--- src/hdl/sla_pkg.sv ---
package sla_pkg;
   // ==================================================
   // register indices (byte address is four times these)
   localparam logic [7:0] IDX_FORMAT      = 8'h14;
   localparam logic [7:0] IDX_SYNC_OPT    = 8'h3A;
   localparam logic [7:0] IDX_LINK_CTRL   = 8'h5F;
   localparam logic [7:0] IDX_POLARITY    = 8'h60;
   localparam logic [7:0] IDX_DEVICE_ID   = 8'h64;
   localparam logic [7:0] IDX_BANK_ID     = 8'h65;
   localparam logic [7:0] IDX_LANE_ID     = 8'h67;
   localparam logic [7:0] IDX_SCR_LANES   = 8'h6E;
   localparam logic [7:0] IDX_OCTETS      = 8'h6F;
   localparam logic [7:0] IDX_FRAMES      = 8'h70;
   localparam logic [7:0] IDX_CONVERTERS  = 8'h71;
   localparam logic [7:0] IDX_CTRL_RES    = 8'h72;
   localparam logic [7:0] IDX_SAMPLE_BITS = 8'h73;
   localparam logic [7:0] IDX_SAMPLES     = 8'h74;
   localparam logic [7:0] IDX_DENSITY     = 8'h75;
   localparam logic [7:0] IDX_CHECKSUM    = 8'h79;
   // ==================================================
   // reset values
   localparam logic [7:0] RST_FORMAT    = 8'h01;
   localparam logic [7:0] RST_SYNC_OPT  = 8'h00;
   localparam logic [7:0] RST_LINK_CTRL = 8'h10;
   localparam logic [7:0] RST_POLARITY  = 8'h00;
   localparam logic [7:0] RST_DEVICE_ID = 8'h00;
   localparam logic [3:0] RST_BANK_ID   = 4'h0;
   localparam logic [4:0] RST_LANE_ID   = 5'h00;
   localparam logic       RST_SCR       = 1'b1;
   localparam logic [7:0] RST_FRAMES    = 8'h1F;
   localparam logic [1:0] RST_CTRL_BITS = 2'h0;
   // ==================================================
   // fixed link fields, minus-one encoded where the link says so
   localparam logic [7:0] QUICK_CFG   = 8'h11;
   localparam logic [4:0] LANES_M1    = 5'h00;
   localparam logic [7:0] OCTETS_M1   = 8'h01;
   localparam logic [7:0] CONV_M1     = 8'h00;
   localparam logic [4:0] RES_M1      = 5'h0D;
   localparam logic [4:0] SBITS_M1    = 5'h0F;
   localparam logic [4:0] SAMPLES_M1  = 5'h00;
   localparam logic [2:0] SUBCLASS    = 3'h1;
   localparam logic [2:0] VERSION     = 3'h1;
   localparam logic       HIGH_DENS   = 1'b0;
   localparam logic [4:0] CTRL_WORDS  = 5'h00;
   // ==================================================
   // field positions
   localparam int LINK_DIS_BIT  = 0;
   localparam int ILAS_LSB      = 2;
   localparam int LANE_SYNC_BIT = 4;
   localparam int POL_INV_BIT   = 1;
   localparam int SCR_BIT       = 7;
   localparam int SYSREF_EN_BIT = 0;
   localparam int SYNC_INV_BIT  = 1;
   localparam logic [1:0] FMT_OFFSET  = 2'h0;
   localparam logic [1:0] ILAS_OFF    = 2'h1;
   localparam logic [1:0] ILAS_REPEAT = 2'h2;
   // ==================================================
   // control characters and their data twins share the octet value
   localparam logic [7:0] CH_R28_0 = 8'h1C;
   localparam logic [7:0] CH_A28_3 = 8'h7C;
   localparam logic [7:0] CH_Q28_4 = 8'h9C;
   localparam logic [7:0] CH_K28_5 = 8'hBC;
   localparam logic [7:0] CH_F28_7 = 8'hFC;
   localparam logic [1:0] ILAS_LAST_MF = 2'h3;
   localparam logic [5:0] CFG_FIRST    = 6'h02;
   localparam logic [5:0] CFG_END      = 6'h10;
   localparam logic [1:0] RESP_OKAY    = 2'h0;
   localparam logic [1:0] RESP_SLVERR  = 2'h2;
   // ==================================================
   typedef struct packed {
      logic       valid;
      logic       is_k;
      logic [7:0] octet;
   } sla_octet_t;
   typedef enum logic [3:0] {
      ST_OFF  = 4'b0001,
      ST_CGS  = 4'b0010,
      ST_ILAS = 4'b0100,
      ST_DATA = 4'b1000
   } sla_state_t;
endpackage

--- src/hdl/sla_core.sv ---
// Notes on behaviour
// - one lane checksum, sent in ILAS and readable
// - checksum is modulo-256 sum of fields
// - lane zero checksum read-only at lane_config_checksum
// - config octets 0..10 carry fields in order
// - bit 1 of serial_output_polarity inverts serial output
// - output_format_select bits 1:0 pick format, twos default
// - sync_input_options bits 4:0 steer sysref and sync
// - clearing link_control bit 0 starts synchronization
// - quick config 0x11 read-only field values
// - scr off, sync on: repeat gives K28.7/K28.3
// - scr off, sync off: repeat gives K28.7
// - scr and sync on: D28.3/D28.7 become K
// - scr on, sync off: D28.7 becomes K28.7
// - sample sent MSB octet then LSB octet
// - setting link_control bit 0 holds link in reset
// - scramble_and_lane_count bit 7 enables scrambling, default on
// - frames per multiframe is 0x70 plus one
//
// The AXI4-Lite interface to the registers was chosen for this implementation.
module sla_core (
   // clock and reset
   input  wire logic                aclk,
   input  wire logic                aresetn,
   // axi4-lite write
   input  wire logic [11:0]         awaddr,
   input  wire logic                awvalid,
   output logic                     awready,
   input  wire logic [31:0]         wdata,
   input  wire logic [3:0]          wstrb,
   input  wire logic                wvalid,
   output logic                     wready,
   output logic [1:0]               bresp,
   output logic                     bvalid,
   input  wire logic                bready,
   // axi4-lite read
   input  wire logic [11:0]         araddr,
   input  wire logic                arvalid,
   output logic                     arready,
   output logic [31:0]              rdata,
   output logic [1:0]               rresp,
   output logic                     rvalid,
   input  wire logic                rready,
   // converter samples and pins
   input  wire logic [13:0]         sample_in,
   output logic                     sample_take,
   input  wire logic                receiver_sync_request_in,
   input  wire logic                sysref_in,
   // lane
   output sla_pkg::sla_octet_t      lane_out,
   output logic                     serial_invert
);
   // ==================================================
   // registers
   logic [7:0]  fmt_sel, sync_opt, link_ctrl, polarity, device_id, frames;
   logic [3:0]  bank_id;
   logic [4:0]  lane_id;
   logic        scr_en;
   logic [1:0]  ctrl_bits;
   logic [7:0]  fchk;
   logic [11:0] aw_addr;
   logic        aw_full, w_full;
   logic [7:0]  w_byte;
   logic        w_lane0;

   function automatic logic [7:0] addr_idx(input logic [11:0] a);
      return a[9:2];
   endfunction

   function automatic logic idx_mapped(input logic [7:0] i, input logic [1:0] lo);
      if (lo != 2'h0) begin
         return 1'b0;
      end
      case (i)
         sla_pkg::IDX_FORMAT, sla_pkg::IDX_SYNC_OPT, sla_pkg::IDX_LINK_CTRL,
         sla_pkg::IDX_POLARITY, sla_pkg::IDX_DEVICE_ID, sla_pkg::IDX_BANK_ID,
         sla_pkg::IDX_LANE_ID, sla_pkg::IDX_SCR_LANES, sla_pkg::IDX_OCTETS,
         sla_pkg::IDX_FRAMES, sla_pkg::IDX_CONVERTERS, sla_pkg::IDX_CTRL_RES,
         sla_pkg::IDX_SAMPLE_BITS, sla_pkg::IDX_SAMPLES, sla_pkg::IDX_DENSITY,
         sla_pkg::IDX_CHECKSUM: return 1'b1;
         default: return 1'b0;
      endcase
   endfunction

   // field sum before packing; wraps naturally at 8 bits
   function automatic logic [7:0] field_sum();
      logic [7:0] s;
      s = device_id + {4'h0, bank_id} + {3'h0, lane_id} + {7'h0, scr_en};
      s = s + {3'h0, sla_pkg::LANES_M1} + sla_pkg::OCTETS_M1;
      s = s + {3'h0, frames[4:0]} + sla_pkg::CONV_M1 + {6'h0, ctrl_bits};
      s = s + {3'h0, sla_pkg::RES_M1} + {5'h0, sla_pkg::SUBCLASS};
      s = s + {3'h0, sla_pkg::SBITS_M1} + {5'h0, sla_pkg::VERSION};
      s = s + {3'h0, sla_pkg::SAMPLES_M1} + {7'h0, sla_pkg::HIGH_DENS};
      s = s + {3'h0, sla_pkg::CTRL_WORDS};
      return s;
   endfunction

   // packed octets 0..10, then two don't-care, then the checksum
   function automatic logic [7:0] cfg_octet(input logic [3:0] n);
      case (n)
         4'h0: return device_id;
         4'h1: return {4'h0, bank_id};
         4'h2: return {3'h0, lane_id};
         4'h3: return {scr_en, 2'h0, sla_pkg::LANES_M1};
         4'h4: return sla_pkg::OCTETS_M1;
         4'h5: return {3'h0, frames[4:0]};
         4'h6: return sla_pkg::CONV_M1;
         4'h7: return {ctrl_bits, 1'b0, sla_pkg::RES_M1};
         4'h8: return {sla_pkg::SUBCLASS, sla_pkg::SBITS_M1};
         4'h9: return {sla_pkg::VERSION, sla_pkg::SAMPLES_M1};
         4'hA: return {3'h0, sla_pkg::CTRL_WORDS};
         4'hD: return fchk;
         default: return 8'h00;
      endcase
   endfunction

   function automatic logic [7:0] reg_value(input logic [7:0] i);
      case (i)
         sla_pkg::IDX_FORMAT:      return fmt_sel;
         sla_pkg::IDX_SYNC_OPT:    return sync_opt;
         sla_pkg::IDX_LINK_CTRL:   return link_ctrl;
         sla_pkg::IDX_POLARITY:    return polarity;
         sla_pkg::IDX_DEVICE_ID:   return device_id;
         sla_pkg::IDX_BANK_ID:     return {4'h0, bank_id};
         sla_pkg::IDX_LANE_ID:     return {3'h0, lane_id};
         sla_pkg::IDX_SCR_LANES:   return {scr_en, 2'h0, sla_pkg::LANES_M1};
         sla_pkg::IDX_OCTETS:      return sla_pkg::OCTETS_M1;
         sla_pkg::IDX_FRAMES:      return frames;
         sla_pkg::IDX_CONVERTERS:  return sla_pkg::CONV_M1;
         sla_pkg::IDX_CTRL_RES:    return {ctrl_bits, 1'b0, sla_pkg::RES_M1};
         sla_pkg::IDX_SAMPLE_BITS: return {3'h0, sla_pkg::SBITS_M1};
         sla_pkg::IDX_SAMPLES:     return {3'h0, sla_pkg::SAMPLES_M1};
         sla_pkg::IDX_DENSITY:     return {sla_pkg::HIGH_DENS, 2'h0, sla_pkg::CTRL_WORDS};
         sla_pkg::IDX_CHECKSUM:    return fchk;
         default:                  return 8'h00;
      endcase
   endfunction

   // ==================================================
   // axi4-lite write channel
   logic do_wr, wr_ok;
   assign awready = !aw_full && !bvalid;
   assign wready  = !w_full && !bvalid;
   assign do_wr   = aw_full && w_full && !bvalid;
   assign wr_ok   = idx_mapped(addr_idx(aw_addr), aw_addr[1:0]) && w_lane0;
   always_ff @(posedge aclk) begin
      if (!aresetn) begin
         aw_full <= 1'b0;
         aw_addr <= 12'h000;
      end else if (awvalid && awready) begin
         aw_full <= 1'b1;
         aw_addr <= awaddr;
      end else if (do_wr) begin
         aw_full <= 1'b0;
      end
   end

   always_ff @(posedge aclk) begin
      if (!aresetn) begin
         w_full  <= 1'b0;
         w_byte  <= 8'h00;
         w_lane0 <= 1'b0;
      end else if (wvalid && wready) begin
         w_full  <= 1'b1;
         w_byte  <= wdata[7:0];
         w_lane0 <= wstrb[0];
      end else if (do_wr) begin
         w_full <= 1'b0;
      end
   end

   always_ff @(posedge aclk) begin
      if (!aresetn) begin
         bvalid <= 1'b0;
         bresp  <= sla_pkg::RESP_OKAY;
      end else if (do_wr) begin
         bvalid <= 1'b1;
         bresp  <= idx_mapped(addr_idx(aw_addr), aw_addr[1:0]) ? sla_pkg::RESP_OKAY
                                                               : sla_pkg::RESP_SLVERR;
      end else if (bready) begin
         bvalid <= 1'b0;
      end
   end

   // read-only indices accept the write and keep their value
   always_ff @(posedge aclk) begin
      if (!aresetn) begin
         fmt_sel   <= sla_pkg::RST_FORMAT;
         sync_opt  <= sla_pkg::RST_SYNC_OPT;
         link_ctrl <= sla_pkg::RST_LINK_CTRL;
         polarity  <= sla_pkg::RST_POLARITY;
         device_id <= sla_pkg::RST_DEVICE_ID;
         bank_id   <= sla_pkg::RST_BANK_ID;
         lane_id   <= sla_pkg::RST_LANE_ID;
         scr_en    <= sla_pkg::RST_SCR;
         frames    <= sla_pkg::RST_FRAMES;
         ctrl_bits <= sla_pkg::RST_CTRL_BITS;
      end else if (do_wr && wr_ok) begin
         case (addr_idx(aw_addr))
            sla_pkg::IDX_FORMAT:    fmt_sel   <= w_byte;
            sla_pkg::IDX_SYNC_OPT:  sync_opt  <= {3'h0, w_byte[4:0]};
            sla_pkg::IDX_LINK_CTRL: link_ctrl <= w_byte;
            sla_pkg::IDX_POLARITY:  polarity  <= w_byte;
            sla_pkg::IDX_DEVICE_ID: device_id <= w_byte;
            sla_pkg::IDX_BANK_ID:   bank_id   <= w_byte[3:0];
            sla_pkg::IDX_LANE_ID:   lane_id   <= w_byte[4:0];
            sla_pkg::IDX_SCR_LANES: scr_en    <= w_byte[sla_pkg::SCR_BIT];
            sla_pkg::IDX_FRAMES:    frames    <= {3'h0, w_byte[4:0]};
            sla_pkg::IDX_CTRL_RES:  ctrl_bits <= w_byte[7:6];
            default: ;
         endcase
      end
   end

   // refreshed every cycle so a read sees the current fields
   always_ff @(posedge aclk) begin
      if (!aresetn) begin
         fchk <= 8'h00;
      end else begin
         fchk <= field_sum();
      end
   end

   // ==================================================
   // axi4-lite read channel
   assign arready = !rvalid;

   always_ff @(posedge aclk) begin
      if (!aresetn) begin
         rvalid <= 1'b0;
         rdata  <= 32'h0000_0000;
         rresp  <= sla_pkg::RESP_OKAY;
      end else if (arvalid && arready) begin
         rvalid <= 1'b1;
         rdata  <= {24'h00_0000, reg_value(addr_idx(araddr))};
         rresp  <= idx_mapped(addr_idx(araddr), araddr[1:0]) ? sla_pkg::RESP_OKAY
                                                             : sla_pkg::RESP_SLVERR;
      end else if (rready) begin
         rvalid <= 1'b0;
      end
   end

   // ==================================================
   // pin synchronisers: a change counts once stages 2 and 3 agree
   logic [2:0] sync_ff, sref_ff;
   logic       sync_lvl, sref_lvl, sref_old;

   always_ff @(posedge aclk) begin
      if (!aresetn) begin
         sync_ff  <= 3'h0;
         sref_ff  <= 3'h0;
         sync_lvl <= 1'b0;
         sref_lvl <= 1'b0;
         sref_old <= 1'b0;
      end else begin
         sync_ff  <= {sync_ff[1:0], receiver_sync_request_in};
         sref_ff  <= {sref_ff[1:0], sysref_in};
         sync_lvl <= (sync_ff[1] == sync_ff[2]) ? sync_ff[2] : sync_lvl;
         sref_lvl <= (sref_ff[1] == sref_ff[2]) ? sref_ff[2] : sref_lvl;
         sref_old <= sref_lvl;
      end
   end

   // pin low requests sync unless the option inverts it
   logic sync_req, sref_hit, link_off, lane_sync;
   logic [1:0] ilas_mode;
   assign sync_req  = !sync_lvl ^ sync_opt[sla_pkg::SYNC_INV_BIT];
   assign sref_hit  = sync_opt[sla_pkg::SYSREF_EN_BIT] && sref_lvl && !sref_old;
   assign link_off  = link_ctrl[sla_pkg::LINK_DIS_BIT];
   assign lane_sync = link_ctrl[sla_pkg::LANE_SYNC_BIT];
   assign ilas_mode = link_ctrl[sla_pkg::ILAS_LSB +: 2];

   // ==================================================
   // frame and multiframe counters
   logic       oct_sel;
   logic [4:0] frame_cnt;
   logic [1:0] mf_cnt;
   logic       eof, eomf;
   sla_pkg::sla_state_t state, next_state;

   assign eof  = oct_sel;
   assign eomf = oct_sel && (frame_cnt == frames[4:0]);

   always_ff @(posedge aclk) begin
      if (!aresetn || link_off || sref_hit) begin
         oct_sel   <= 1'b0;
         frame_cnt <= 5'h00;
      end else begin
         oct_sel   <= !oct_sel;
         frame_cnt <= eomf ? 5'h00 : frame_cnt + {4'h0, oct_sel};
      end
   end

   // ==================================================
   // link state
   always_comb begin
      next_state = state;
      case (state)
         sla_pkg::ST_OFF: begin
            if (!link_off) begin
               next_state = sla_pkg::ST_CGS;
            end
         end
         sla_pkg::ST_CGS: begin
            if (!sync_req && eomf) begin
               next_state = (ilas_mode == sla_pkg::ILAS_OFF) ? sla_pkg::ST_DATA
                                                             : sla_pkg::ST_ILAS;
            end
         end
         sla_pkg::ST_ILAS: begin
            if (sync_req) begin
               next_state = sla_pkg::ST_CGS;
            end else if (eomf && mf_cnt == sla_pkg::ILAS_LAST_MF &&
                         ilas_mode != sla_pkg::ILAS_REPEAT) begin
               next_state = sla_pkg::ST_DATA;
            end
         end
         sla_pkg::ST_DATA: begin
            if (sync_req) begin
               next_state = sla_pkg::ST_CGS;
            end
         end
         default: next_state = sla_pkg::ST_OFF;
      endcase
      if (link_off) begin
         next_state = sla_pkg::ST_OFF;
      end
   end

   always_ff @(posedge aclk) begin
      if (!aresetn) begin
         state <= sla_pkg::ST_OFF;
      end else begin
         state <= next_state;
      end
   end

   always_ff @(posedge aclk) begin
      if (!aresetn || state != sla_pkg::ST_ILAS) begin
         mf_cnt <= 2'h0;
      end else if (eomf) begin
         mf_cnt <= mf_cnt + 2'h1;
      end
   end

   // ==================================================
   // sample to octets
   logic [15:0] word;
   logic [7:0]  lsb_hold, data_oct, prev_last, tx_oct;
   logic        tx_k, in_data;
   logic [14:0] scr_st;
   logic [22:0] scr_res;

   assign in_data     = (state == sla_pkg::ST_DATA);
   assign sample_take = in_data && !oct_sel;
   // tail bits are fixed zeros; offset binary flips the sign bit
   assign word = {(fmt_sel[1:0] == sla_pkg::FMT_OFFSET) ? {!sample_in[13], sample_in[12:0]}
                                                         : sample_in, 2'h0};
   assign data_oct = oct_sel ? lsb_hold : word[15:8];

   always_ff @(posedge aclk) begin
      if (!aresetn) begin
         lsb_hold <= 8'h00;
      end else if (sample_take) begin
         lsb_hold <= word[7:0];
      end
   end

   // self-synchronous 1+x^14+x^15, eight bits per octet, msb first
   function automatic logic [22:0] scramble(input logic [14:0] st, input logic [7:0] d);
      logic [14:0] s;
      logic [7:0]  o;
      s = st;
      o = 8'h00;
      for (int b = 7; b >= 0; b--) begin
         o[b] = d[b] ^ s[14] ^ s[13];
         s    = {s[13:0], o[b]};
      end
      return {s, o};
   endfunction

   assign scr_res = scramble(scr_st, data_oct);

   always_ff @(posedge aclk) begin
      if (!aresetn || !in_data) begin
         scr_st <= 15'h7FFF;
      end else if (scr_en) begin
         scr_st <= scr_res[22:8];
      end
   end

   always_ff @(posedge aclk) begin
      if (!aresetn || !in_data) begin
         prev_last <= 8'h00;
      end else if (eof) begin
         prev_last <= data_oct;
      end
   end

   // ilas multiframes carry the configuration only in the second one
   function automatic logic [8:0] ilas_octet(input logic [5:0] p, input logic [1:0] m,
                                             input logic last);
      if (p == 6'h00) begin
         return {1'b1, sla_pkg::CH_R28_0};
      end else if (last) begin
         return {1'b1, sla_pkg::CH_A28_3};
      end else if (m == 2'h1 && p == 6'h01) begin
         return {1'b1, sla_pkg::CH_Q28_4};
      end else if (m == 2'h1 && p >= sla_pkg::CFG_FIRST && p < sla_pkg::CFG_END) begin
         return {1'b0, cfg_octet(4'(p - sla_pkg::CFG_FIRST))};
      end
      return {1'b0, 2'h0, p};
   endfunction

   always_comb begin
      logic [8:0] il;
      il     = ilas_octet({frame_cnt, oct_sel}, mf_cnt, eomf);
      tx_oct = 8'h00;
      tx_k   = 1'b0;
      case (state)
         sla_pkg::ST_CGS: begin
            tx_oct = sla_pkg::CH_K28_5;
            tx_k   = 1'b1;
         end
         sla_pkg::ST_ILAS: begin
            tx_oct = il[7:0];
            tx_k   = il[8];
         end
         sla_pkg::ST_DATA: begin
            if (!scr_en) begin
               tx_oct = data_oct;
               if (eof && data_oct == prev_last) begin
                  tx_k   = 1'b1;
                  tx_oct = (lane_sync && eomf) ? sla_pkg::CH_A28_3
                                               : sla_pkg::CH_F28_7;
               end
            end else begin
               tx_oct = scr_res[7:0];
               if (eof && lane_sync && eomf) begin
                  tx_k = (scr_res[7:0] == sla_pkg::CH_A28_3);
               end else if (eof) begin
                  tx_k = (scr_res[7:0] == sla_pkg::CH_F28_7);
               end
            end
         end
         default: ;
      endcase
   end

   // ==================================================
   // lane outputs
   always_ff @(posedge aclk) begin
      if (!aresetn) begin
         lane_out      <= '0;
         serial_invert <= 1'b0;
      end else begin
         lane_out.valid <= (state != sla_pkg::ST_OFF);
         lane_out.is_k  <= tx_k;
         lane_out.octet <= tx_oct;
         serial_invert  <= polarity[sla_pkg::POL_INV_BIT];
      end
   end
endmodule

--- config.mk ---
export PLATFORM = sky130hd
export DESIGN_NAME = sla_core
export DESIGN_NICKNAME = d
export VERILOG_FILES = /design/src/hdl/sla_pkg.sv /design/src/hdl/sla_core.sv
export SDC_FILE = /design/constraint.sdc
export NUM_CORES = 1
export LEC_CHECK = 0
export BUFFER_PORTS_ARGS = -buffer_cell sky130_fd_sc_hd__buf_2
export CAP_MARGIN = 40
export CELL_PAD_IN_SITES_DETAIL_PLACEMENT = 2
export CELL_PAD_IN_SITES_GLOBAL_PLACEMENT = 2
export CORE_ASPECT_RATIO = 1.4
export CORE_MARGIN = 4
export CORE_UTILIZATION = 37
export DETAILED_ROUTE_END_ITERATION = 6
export PLACE_DENSITY = 0.93
export SYNTH_ARGS = -nofsm -noshare
export SYNTH_HDL_FRONTEND = slang
export SYNTH_SLANG_ARGS = --single-unit
--- constraint.sdc ---
create_clock -name aclk -period 4.95 [get_ports aclk]
set_clock_uncertainty 0.15 [all_clocks]
set_input_delay 0.99 -clock aclk [delete_from_list [all_inputs] [get_ports aclk]]
set_output_delay 0.99 -clock aclk [all_outputs]
set_load 0.01 [all_outputs]
==> results_tabular.tex, run 1 <==
\begin{tabular}{lr}
\hline
Metric & Value \\
\hline
\multicolumn{2}{l}{\textbf{Status}} \\
Outcome & complete, no violations \\
\multicolumn{2}{l}{\textbf{Clocking}} \\
Clock sinks & roughly 160 \\
Root Buffer Master & sky130\_fd\_sc\_hd\_\_clkbuf\_16 \\
PostCTS Resize Cnt & 0 \\
Clock Latency Late Sink & about 460 ps \\
Maximum number of buffers from clock root to sink & 2 \\
Num CTS Buffers & 17 \\
Post CTS Setup Buffer Count & 0 \\
Number of hold buffers added after CTS & 0 \\
Clock input transition at the sequential cells of the worst setup and hold paths & $\sim$70 ps \\
Total number of H-tree levels & 4 \\
TritonCTS clock tree & yes \\
\multicolumn{2}{l}{\textbf{Routing}} \\
Violation count after the first detailed-route iteration & 567 \\
Average wire per standard cell & between 20 and 30 um \\
Final WL & 36200 um \\
First-pass detailed-route iteration total & 5 \\
Routed vias & about 8200 \\
Routed Antenna Nets & 0 \\
Via/cell ratio & 5.95 \\
Count of unresolved DRC violations after routing & 0 \\
\multicolumn{2}{l}{\textbf{Die}} \\
Core Footprint & between 0.02 and 0.025 mm2 \\
Cell row count & between 60 and 70 \\
Initial cell density of the core & between 30\% and 40\% \\
I/O pin count & approximately 140 \\
Die area & around 0.026 mm2 \\
Die boundary width & between 100 and 150 um \\
Height of the die & about 190 um \\
\multicolumn{2}{l}{\textbf{Final layout}} \\
Fin util & approximately 43\% \\
Multi-input gate area & a little under 0.005 mm2 \\
Fill cells & 2515 \\
Filler-free cell count of the finished design & 1376 \\
Flip-flop and latch area & between 0.003 and 0.004 mm2 \\
P\&R area growth vs syn & 12.9\% \\
Number of nets in the finished design & between 1000 and 1500 \\
Antenna diode instance count & 0 \\
Share of layout cells above drive strength 1 & between 10\% and 20\% \\
\multicolumn{2}{l}{\textbf{Timing}} \\
Relative max-transition margin & 30.3\% \\
Setup Viol. Count Final & 0 \\
Highest clock rate & 257 MHz \\
Final critical-path share of the clock period & $\sim$80\% \\
Count of final hold-check violations & 0 \\
Post-layout min period & approximately 3900 ps \\
RSZ-0062 raised after global routing & false \\
Max-slew violation total from the final report & 0 \\
Final setup TNS & 0 ps \\
Transition time at the pin with the least slew margin & between 1000 and 1500 ps \\
\multicolumn{2}{l}{\textbf{Setup path}} \\
Top delay family on crit path & adder cells \\
Crit path max-delay cell type & sky130\_fd\_sc\_hd\_\_fa\_1 \\
Crit path buf inv count & 4 \\
R2R Path Start & frames[2] \\
Largest fanout of any net on the critical path & 4 \\
Signal arrival time at the worst endpoint & between 4000 and 5000 ps \\
Beginning of the critical path & frames[2] \\
Max stage delay on crit path & 560 ps \\
Endpoint class of the critical path & flip-flop \\
Most numerous cell on the critical path & sky130\_fd\_sc\_hd\_\_inv\_1 \\
Required time of the worst setup path & a little over 5000 ps \\
Setup crit start kind & flip-flop \\
Cells traversed along the worst timing path & inv\_1 -> ha\_1 -> inv\_1 -> fa\_1 -> inv\_1 -> fa\_1 -> inv\_1 -> ha\_1 -> nor2b\_1 -> o21ai\_0 -> a21boi\_1 -> o21ai\_0 -> nor3b\_1 -> nor3\_1 \\
Type of the worst setup path & reg -> reg \\
\multicolumn{2}{l}{\textbf{Synth}} \\
Most frequent cell after synthesis & sky130\_fd\_sc\_hd\_\_dfxtp\_1 \\
Gate Count Post-Synth & between 1000 and 1500 \\
FF+latch count, synth & 156 \\
Fraction of the yosys area taken by sequential cells & a little over a third \\
Post-synth cell types & 82 \\
Cell type contributing the most total cell area after synthesis & sky130\_fd\_sc\_hd\_\_dfxtp\_1 \\
Synth top cells by count & sky130\_fd\_sc\_hd\_\_dfxtp\_1 (156), sky130\_fd\_sc\_hd\_\_nand2\_1 (112), sky130\_fd\_sc\_hd\_\_nor2\_1 (106), sky130\_fd\_sc\_hd\_\_mux2i\_1 (65), sky130\_fd\_sc\_hd\_\_inv\_1 (54) \\
Number of enable-type register cells in the synthesized netlist & 0 \\
Top cell type's share of synthesized area & about 36\% \\
Cells taking the most area after synthesis & sky130\_fd\_sc\_hd\_\_dfxtp\_1 (36\%), sky130\_fd\_sc\_hd\_\_mux2i\_1 (7.6\%), sky130\_fd\_sc\_hd\_\_nand2\_1 (4.9\%) \\
FFs w/ async S/R, synth & 0\% \\
Post-synthesis instance area & $\sim$0.0086 mm2 \\
Mean Syn Cell Area & 8.50 um2 \\
Synth Warn \# & 0 \\
Main flop type after synthesis & sky130\_fd\_sc\_hd\_\_dfxtp\_1 \\
\multicolumn{2}{l}{\textbf{Place}} \\
Last weighted congestion value of the routability-driven placer & between 0.9 and 1 \\
Detailed placement HPWL & 23100 um \\
Cell count after placement & around 1300 \\
Port Buffers & 78 \\
\multicolumn{2}{l}{\textbf{Global route}} \\
Maximum number of pins on one net before global-route repair & 80 \\
Number of antenna violations at the first check in global routing & 0 \\
Overall fraction of global-route tracks in use & 28.3\% \\
Vias in the first global route & a little over 9000 \\
Wire length of the first global-routing pass & 55600 um \\
Aggregate global routing overflow & 0 \\
\multicolumn{2}{l}{\textbf{Power}} \\
Power density relative to cell area & around 320 mW/mm2 \\
Combinational power share & a little over a tenth \\
Part of the power in registers & 42.6\% \\
Pint & 2190 uW \\
IR Drop Worst-Case VDD & between 200 and 300 uV \\
Clock network fraction of total power & a little under half \\
Switching Fraction & 30.2\% \\
Switching pwr & $\sim$950 uW \\
Total leakage power & between 0.004 and 0.005 uW \\
\multicolumn{2}{l}{\textbf{Hold path}} \\
Worst Hold Launch & sref\_ff[0] \\
Worst hold-check path type & reg -> reg \\
\multicolumn{2}{l}{\textbf{Flow run}} \\
Max-cap violations & 0 \\
\hline
\end{tabular}
[stage by stage]
stage | setup slack (ps) | cell area [um2] | power, uW | hold slack, ps
floorplan | 1620 | 8700 | 1580 | 262
global placement | 1370 | 9060 | 1660 | 266
detailed placement | 1210 | 9090 | 1680 | 284
CTS | 1070 | 9720 | 3150 | 306
global route | 847 | 9720 | 3240 | 326
finish | 1060 | 9720 | 3140 | 304
[cell usage in the layout (no fill, tap or decap), types with 4 or more instances in the layout]
cell / Yosys / routed
sky130_fd_sc_hd__conb_1: 1 / 26
sky130_fd_sc_hd__mux2i_1: 65 / 65
sky130_fd_sc_hd__xnor2_1: 25 / 25
sky130_fd_sc_hd__a32oi_1: 4 / 4
sky130_fd_sc_hd__ha_1: 23 / 23
sky130_fd_sc_hd__a21oi_1: 51 / 51
sky130_fd_sc_hd__o211ai_1: 12 / 12
sky130_fd_sc_hd__clkbuf_16: 0 / 17
sky130_fd_sc_hd__nand2b_1: 10 / 10
sky130_fd_sc_hd__a22oi_1: 8 / 8
sky130_fd_sc_hd__a31oi_1: 9 / 9
sky130_fd_sc_hd__dfxtp_1: 156 / 156
sky130_fd_sc_hd__buf_4: 28 / 8
sky130_fd_sc_hd__nor2b_1: 17 / 17
sky130_fd_sc_hd__nor2_1: 106 / 106
sky130_fd_sc_hd__o21ai_0: 39 / 39
sky130_fd_sc_hd__buf_2: 13 / 78
sky130_fd_sc_hd__o21ai_1: 23 / 23
sky130_fd_sc_hd__inv_8: 0 / 8
sky130_fd_sc_hd__nor3_1: 23 / 23
sky130_fd_sc_hd__nand3_1: 13 / 13
sky130_fd_sc_hd__nand3b_1: 5 / 5
sky130_fd_sc_hd__fa_1: 11 / 11
sky130_fd_sc_hd__nand4_1: 14 / 14
sky130_fd_sc_hd__inv_1: 54 / 54
sky130_fd_sc_hd__nand2_1: 112 / 112
sky130_fd_sc_hd__a211oi_1: 9 / 9
sky130_fd_sc_hd__xor2_1: 11 / 11
sky130_fd_sc_hd__nor3b_1: 7 / 7
sky130_fd_sc_hd__and2_1: 15 / 15
sky130_fd_sc_hd__and3_1: 11 / 11
sky130_fd_sc_hd__a221oi_1: 6 / 6
[final cells by class]
type                            instances  share of cell area [%]
Multi-Input combinational cell        745                    50.7
Clock inverter                         14                    1.97
Sequential cell                       156                    32.1
Tap cell                              301                    3.88
Inverter                               56                    2.16
Timing Repair Buffer                   86                    4.64
Clock buffer                           18                    4.52
[sequential cells by signal (all words and copies together) (netlist names), 3 cells and up]
signal and flops:
lane_id 5, w_byte 8, sync_opt 5, frame_cnt 5, polarity 8, lane_out 10, scr_st 15, fmt_sel 8
frames 5, bank_id 4, fchk 8, lsb_hold 6, link_ctrl 8, aw_addr 10, sync_ff 3, sref_ff 3
state 4, rdata 8, device_id 8, prev_last 8
[path summary, 6_finish.rpt]
| path | end | slack, ps | cells past startpoint |
|---|---|---|---|
| setup reg to reg | fchk[6] | 1060 | 14 |
| setup / recovery | fchk[6] | 1060 | 14 |
| hold reg to reg | sref_ff[1] | 300 | 1 |
| hold / removal | sref_ff[1] | 300 | 1 |
[per-layer routing]
metal | track usage [%] | wire length [um]
met5 | 0 | 0
met1 | 29.9 | 13200
met3 | 5.26 | 1820
met2 | 51.0 | 18800
met4 | 17.1 | 2420
[power groups by stage]
stage | sequential (uW) | clock (uW) | combinational [uW]
floorplan | 1340 | 0 | 241
global placement | 1360 | 0 | 299
detailed placement | 1360 | 0 | 318
CTS | 1340 | 1480 | 333
global route | 1340 | 1530 | 365
finish | 1340 | 1460 | 338
[kinds of logic (layout without fill, tap and decap cells)]
logic type	count (synthesis)	in the layout	synth area share [%]
and+or+nand+nor	374	374	22.2
AOI/OAI and AO/OA	201	201	15.3
DFF	156	156	36.3
buffers and inverters	137	174	7.56
muxes	74	74	9.03
xor gates and xnor gates	36	36	3.66
adders and majority gates	34	34	5.90
other	1	26	0.0436
No activity file was read; power rests on OpenSTA's default activity.
==> run 2: changes to the inputs <==
--- a/config.mk
+++ b/config.mk
@@ -11,9 +11,9 @@
 export CELL_PAD_IN_SITES_GLOBAL_PLACEMENT = 2
 export CORE_ASPECT_RATIO = 1.4
 export CORE_MARGIN = 4
-export CORE_UTILIZATION = 37
+export CORE_UTILIZATION = 34
 export DETAILED_ROUTE_END_ITERATION = 6
-export PLACE_DENSITY = 0.93
+export PLACE_DENSITY = 0.87
 export SYNTH_ARGS = -nofsm -noshare
 export SYNTH_HDL_FRONTEND = slang
 export SYNTH_SLANG_ARGS = --single-unit
==> constraint.sdc (replaced) <==
create_clock -name aclk -period 3.9 [get_ports aclk]
set_clock_uncertainty 0.15 [all_clocks]
set_input_delay 0.78 -clock aclk [delete_from_list [all_inputs] [get_ports aclk]]
set_output_delay 0.78 -clock aclk [all_outputs]
set_load 0.01 [all_outputs]
==> run 2 against run 1 <==
Worst hold slack worse by 18 ps. Register-to-register slack worse by 820 ps. Critical path depth is 2 lower. Sequential share of layout area is 0.090 points lower. Non-clock buffer count is 4 higher. Clock power is 21% higher. Critical endpoint unchanged. Largest power group unchanged. Highest routed layer is now met5.
==> results_tabular.tex, run 2 (synthesis results as in run 1) <==
\begin{tabular}{lr}
\hline
Metric & Value \\
\hline
\multicolumn{2}{l}{\textbf{Status}} \\
Outcome & complete, no violations \\
\multicolumn{2}{l}{\textbf{Clocking}} \\
Number of hold buffers added after CTS & 0 \\
Clock sinks & about 160 \\
Clock Latency Late Sink & 460 ps \\
Num CTS Buffers & 17 \\
Total number of H-tree levels & 4 \\
Root Buffer Master & sky130\_fd\_sc\_hd\_\_clkbuf\_16 \\
Clock input transition at the sequential cells of the worst setup and hold paths & about 70 ps \\
Maximum number of buffers from clock root to sink & 2 \\
TritonCTS clock tree & yes \\
\multicolumn{2}{l}{\textbf{Final layout}} \\
Antenna diode instance count & 0 \\
Top Registers & scr\_st: 15 flops, aw\_addr: 10 flops, lane\_out: 10 flops \\
Number of nets in the finished design & 1183 \\
Flip-flop count of the largest register, all copies and words added & 15 \\
Highest-count cells in the layout ignoring fill and taps & sky130\_fd\_sc\_hd\_\_dfxtp\_1 (155), sky130\_fd\_sc\_hd\_\_nand2\_1 (112), sky130\_fd\_sc\_hd\_\_nor2\_1 (106) \\
Leading cell type in the layout, fill and taps excluded & sky130\_fd\_sc\_hd\_\_dfxtp\_1 \\
Share of layout cells above drive strength 1 & 14.3\% \\
P\&R area growth vs syn & 13.3\% \\
Most flops, register & scr\_st \\
Fin util & 39.2\% \\
\multicolumn{2}{l}{\textbf{Die}} \\
Cell row count & 68 \\
Initial cell density of the core & between 30\% and 40\% \\
Die area & around 0.028 mm2 \\
Core Footprint & 0.0248 mm2 \\
Height of the die & around 200 um \\
Die boundary width & $\sim$140 um \\
I/O pin count & between 100 and 150 \\
\multicolumn{2}{l}{\textbf{Setup path}} \\
Reg-to-reg setup timing slack & about 240 ps \\
Setup crit start kind & flip-flop \\
R2R Path Start & bank\_id[0] \\
Largest fanout of any net on the critical path & 3 \\
Depth of the worst register-to-register path & 12 \\
R2R Path End & fchk[6] \\
Type of the worst setup path & reg -> reg \\
Signal arrival time at the worst endpoint & between 3000 and 4000 ps \\
Beginning of the critical path & bank\_id[0] \\
Capturing instance or port of the critical path & fchk[6] \\
Required time of the worst setup path & roughly 4100 ps \\
Endpoint class of the critical path & flip-flop \\
\multicolumn{2}{l}{\textbf{Global route}} \\
Wire length of the first global-routing pass & between 50000 and 60000 um \\
Aggregate global routing overflow & 0 \\
Vias in the first global route & between 8000 and 9000 \\
Number of antenna violations at the first check in global routing & 1 \\
Overall fraction of global-route tracks in use & a little under a quarter \\
Maximum number of pins on one net before global-route repair & between 70 and 80 \\
\multicolumn{2}{l}{\textbf{Place}} \\
Last weighted congestion value of the routability-driven placer & between 0.9 and 1 \\
Port Buffers & 78 \\
Detailed placement HPWL & 22600 um \\
\multicolumn{2}{l}{\textbf{Timing}} \\
RSZ-0062 raised after global routing & false \\
Final critical-path share of the clock period & $\sim$94\% \\
Final setup TNS & 0 ps \\
Relative max-transition margin & between 30 and 40\% \\
Post-layout min period & 3660 ps \\
Count of final hold-check violations & 0 \\
Highest clock rate & 273 MHz \\
Transition time at the pin with the least slew margin & between 900 and 1000 ps \\
Setup Viol. Count Final & 0 \\
Max-slew violation total from the final report & 0 \\
\multicolumn{2}{l}{\textbf{Power}} \\
IR Drop Worst-Case VDD & between 300 and 400 uV \\
Power density relative to cell area & around 400 mW/mm2 \\
Total leakage power & 0.00404 uW \\
\multicolumn{2}{l}{\textbf{Routing}} \\
Routed Antenna Nets & 0 \\
Via/cell ratio & 5.65 \\
First-pass detailed-route iteration total & 5 \\
Final WL & 32300 um \\
Count of unresolved DRC violations after routing & 0 \\
Average wire per standard cell & 23.2 um \\
Routed vias & between 7000 and 8000 \\
Violation count after the first detailed-route iteration & about 540 \\
\multicolumn{2}{l}{\textbf{Flow run}} \\
Max-cap violations & 0 \\
\multicolumn{2}{l}{\textbf{Hold path}} \\
Worst hold-check path type & reg -> reg \\
\hline
\end{tabular}
[run 2: cell count changes in the layout (fill, tap and decap cells not counted), sizes merged]
| cell | before | now |
|---|---|---|
| buf | 86 | 90 |
| bufinv | 2 | 1 |
| inv | 65 | 63 |
| clkinv | 2 | 4 |
| clkinvlp | 1 | 2 |
[run 2: worst max-delay path: stages (launching register included)]
cell	delay (ps)
sky130_fd_sc_hd__dfxtp_1	350
sky130_fd_sc_hd__inv_1	80
sky130_fd_sc_hd__ha_1	310
sky130_fd_sc_hd__fa_1	520
sky130_fd_sc_hd__fa_1	430
sky130_fd_sc_hd__fa_1	430
sky130_fd_sc_hd__fa_1	400
sky130_fd_sc_hd__nor2b_1	180
sky130_fd_sc_hd__o21ai_1	130
sky130_fd_sc_hd__a21boi_1	200
sky130_fd_sc_hd__o21ai_0	120
sky130_fd_sc_hd__a21boi_1	160
sky130_fd_sc_hd__nor3_1	60
[run 2: area by class of cell]
class / instances / area (um2)
Multi-Input combinational cell: 745 / 4930
Clock inverter: 14 / 174
Tap cell: 315 / 394
Timing Repair Buffer: 90 / 480
Fill cell: 2801 / 15100
Inverter: 56 / 210
Sequential cell: 156 / 3120
Clock buffer: 18 / 439
[run 2: how the worst min path moves through the flow]
stage          startpoint          to  slack, ps  cells after the start
6_report       sref_ff[0]  sref_ff[1]        290                      1
5_1_grt        sref_ff[0]  sref_ff[1]        320                      1
4_1_cts        sref_ff[0]  sref_ff[1]        290                      1
3_5_place_dp   sref_ff[0]  sref_ff[1]        270                      1
3_3_place_gp   sref_ff[0]  sref_ff[1]        270                      1
2_1_floorplan  sref_ff[0]  sref_ff[1]        260                      1
[run 2: what timing repair did]
item                                    CTS  global route
endpoints found under the setup margin    0             2
setup buffers                             0             1
resized for setup                         0             3
[run 2: metrics by stage]
stage,worst slack (ps),power [uW],hold slack [ps],instance area (um2),std cells
4_1_cts,95.5,3890,291,9730,1392
3_3_place_gp,361,2120,266,9120,1360
6_report,240,3870,286,9750,1394
3_5_place_dp,188,2140,274,9120,1360
2_1_floorplan,567,2010,262,8700,1038
5_1_grt,19.9,4010,315,9750,1394
[run 2: per-layer routing]
layer | share of wire [%] | global-route usage [%] | vias to the layer above
met5 | 0.043 | 0 | -
li1 | - | - | 3571
met3 | 4.0 | 4.00 | 100
met1 | 38 | 24.7 | 3955
met2 | 53 | 42.9 | 250
met4 | 5.7 | 13.7 | 2
[run 2: where the power goes]
group | switching (uW) | internal (uW)
registers | 64.2 | 1630
logic | 265 | 146
clock network | 827 | 935
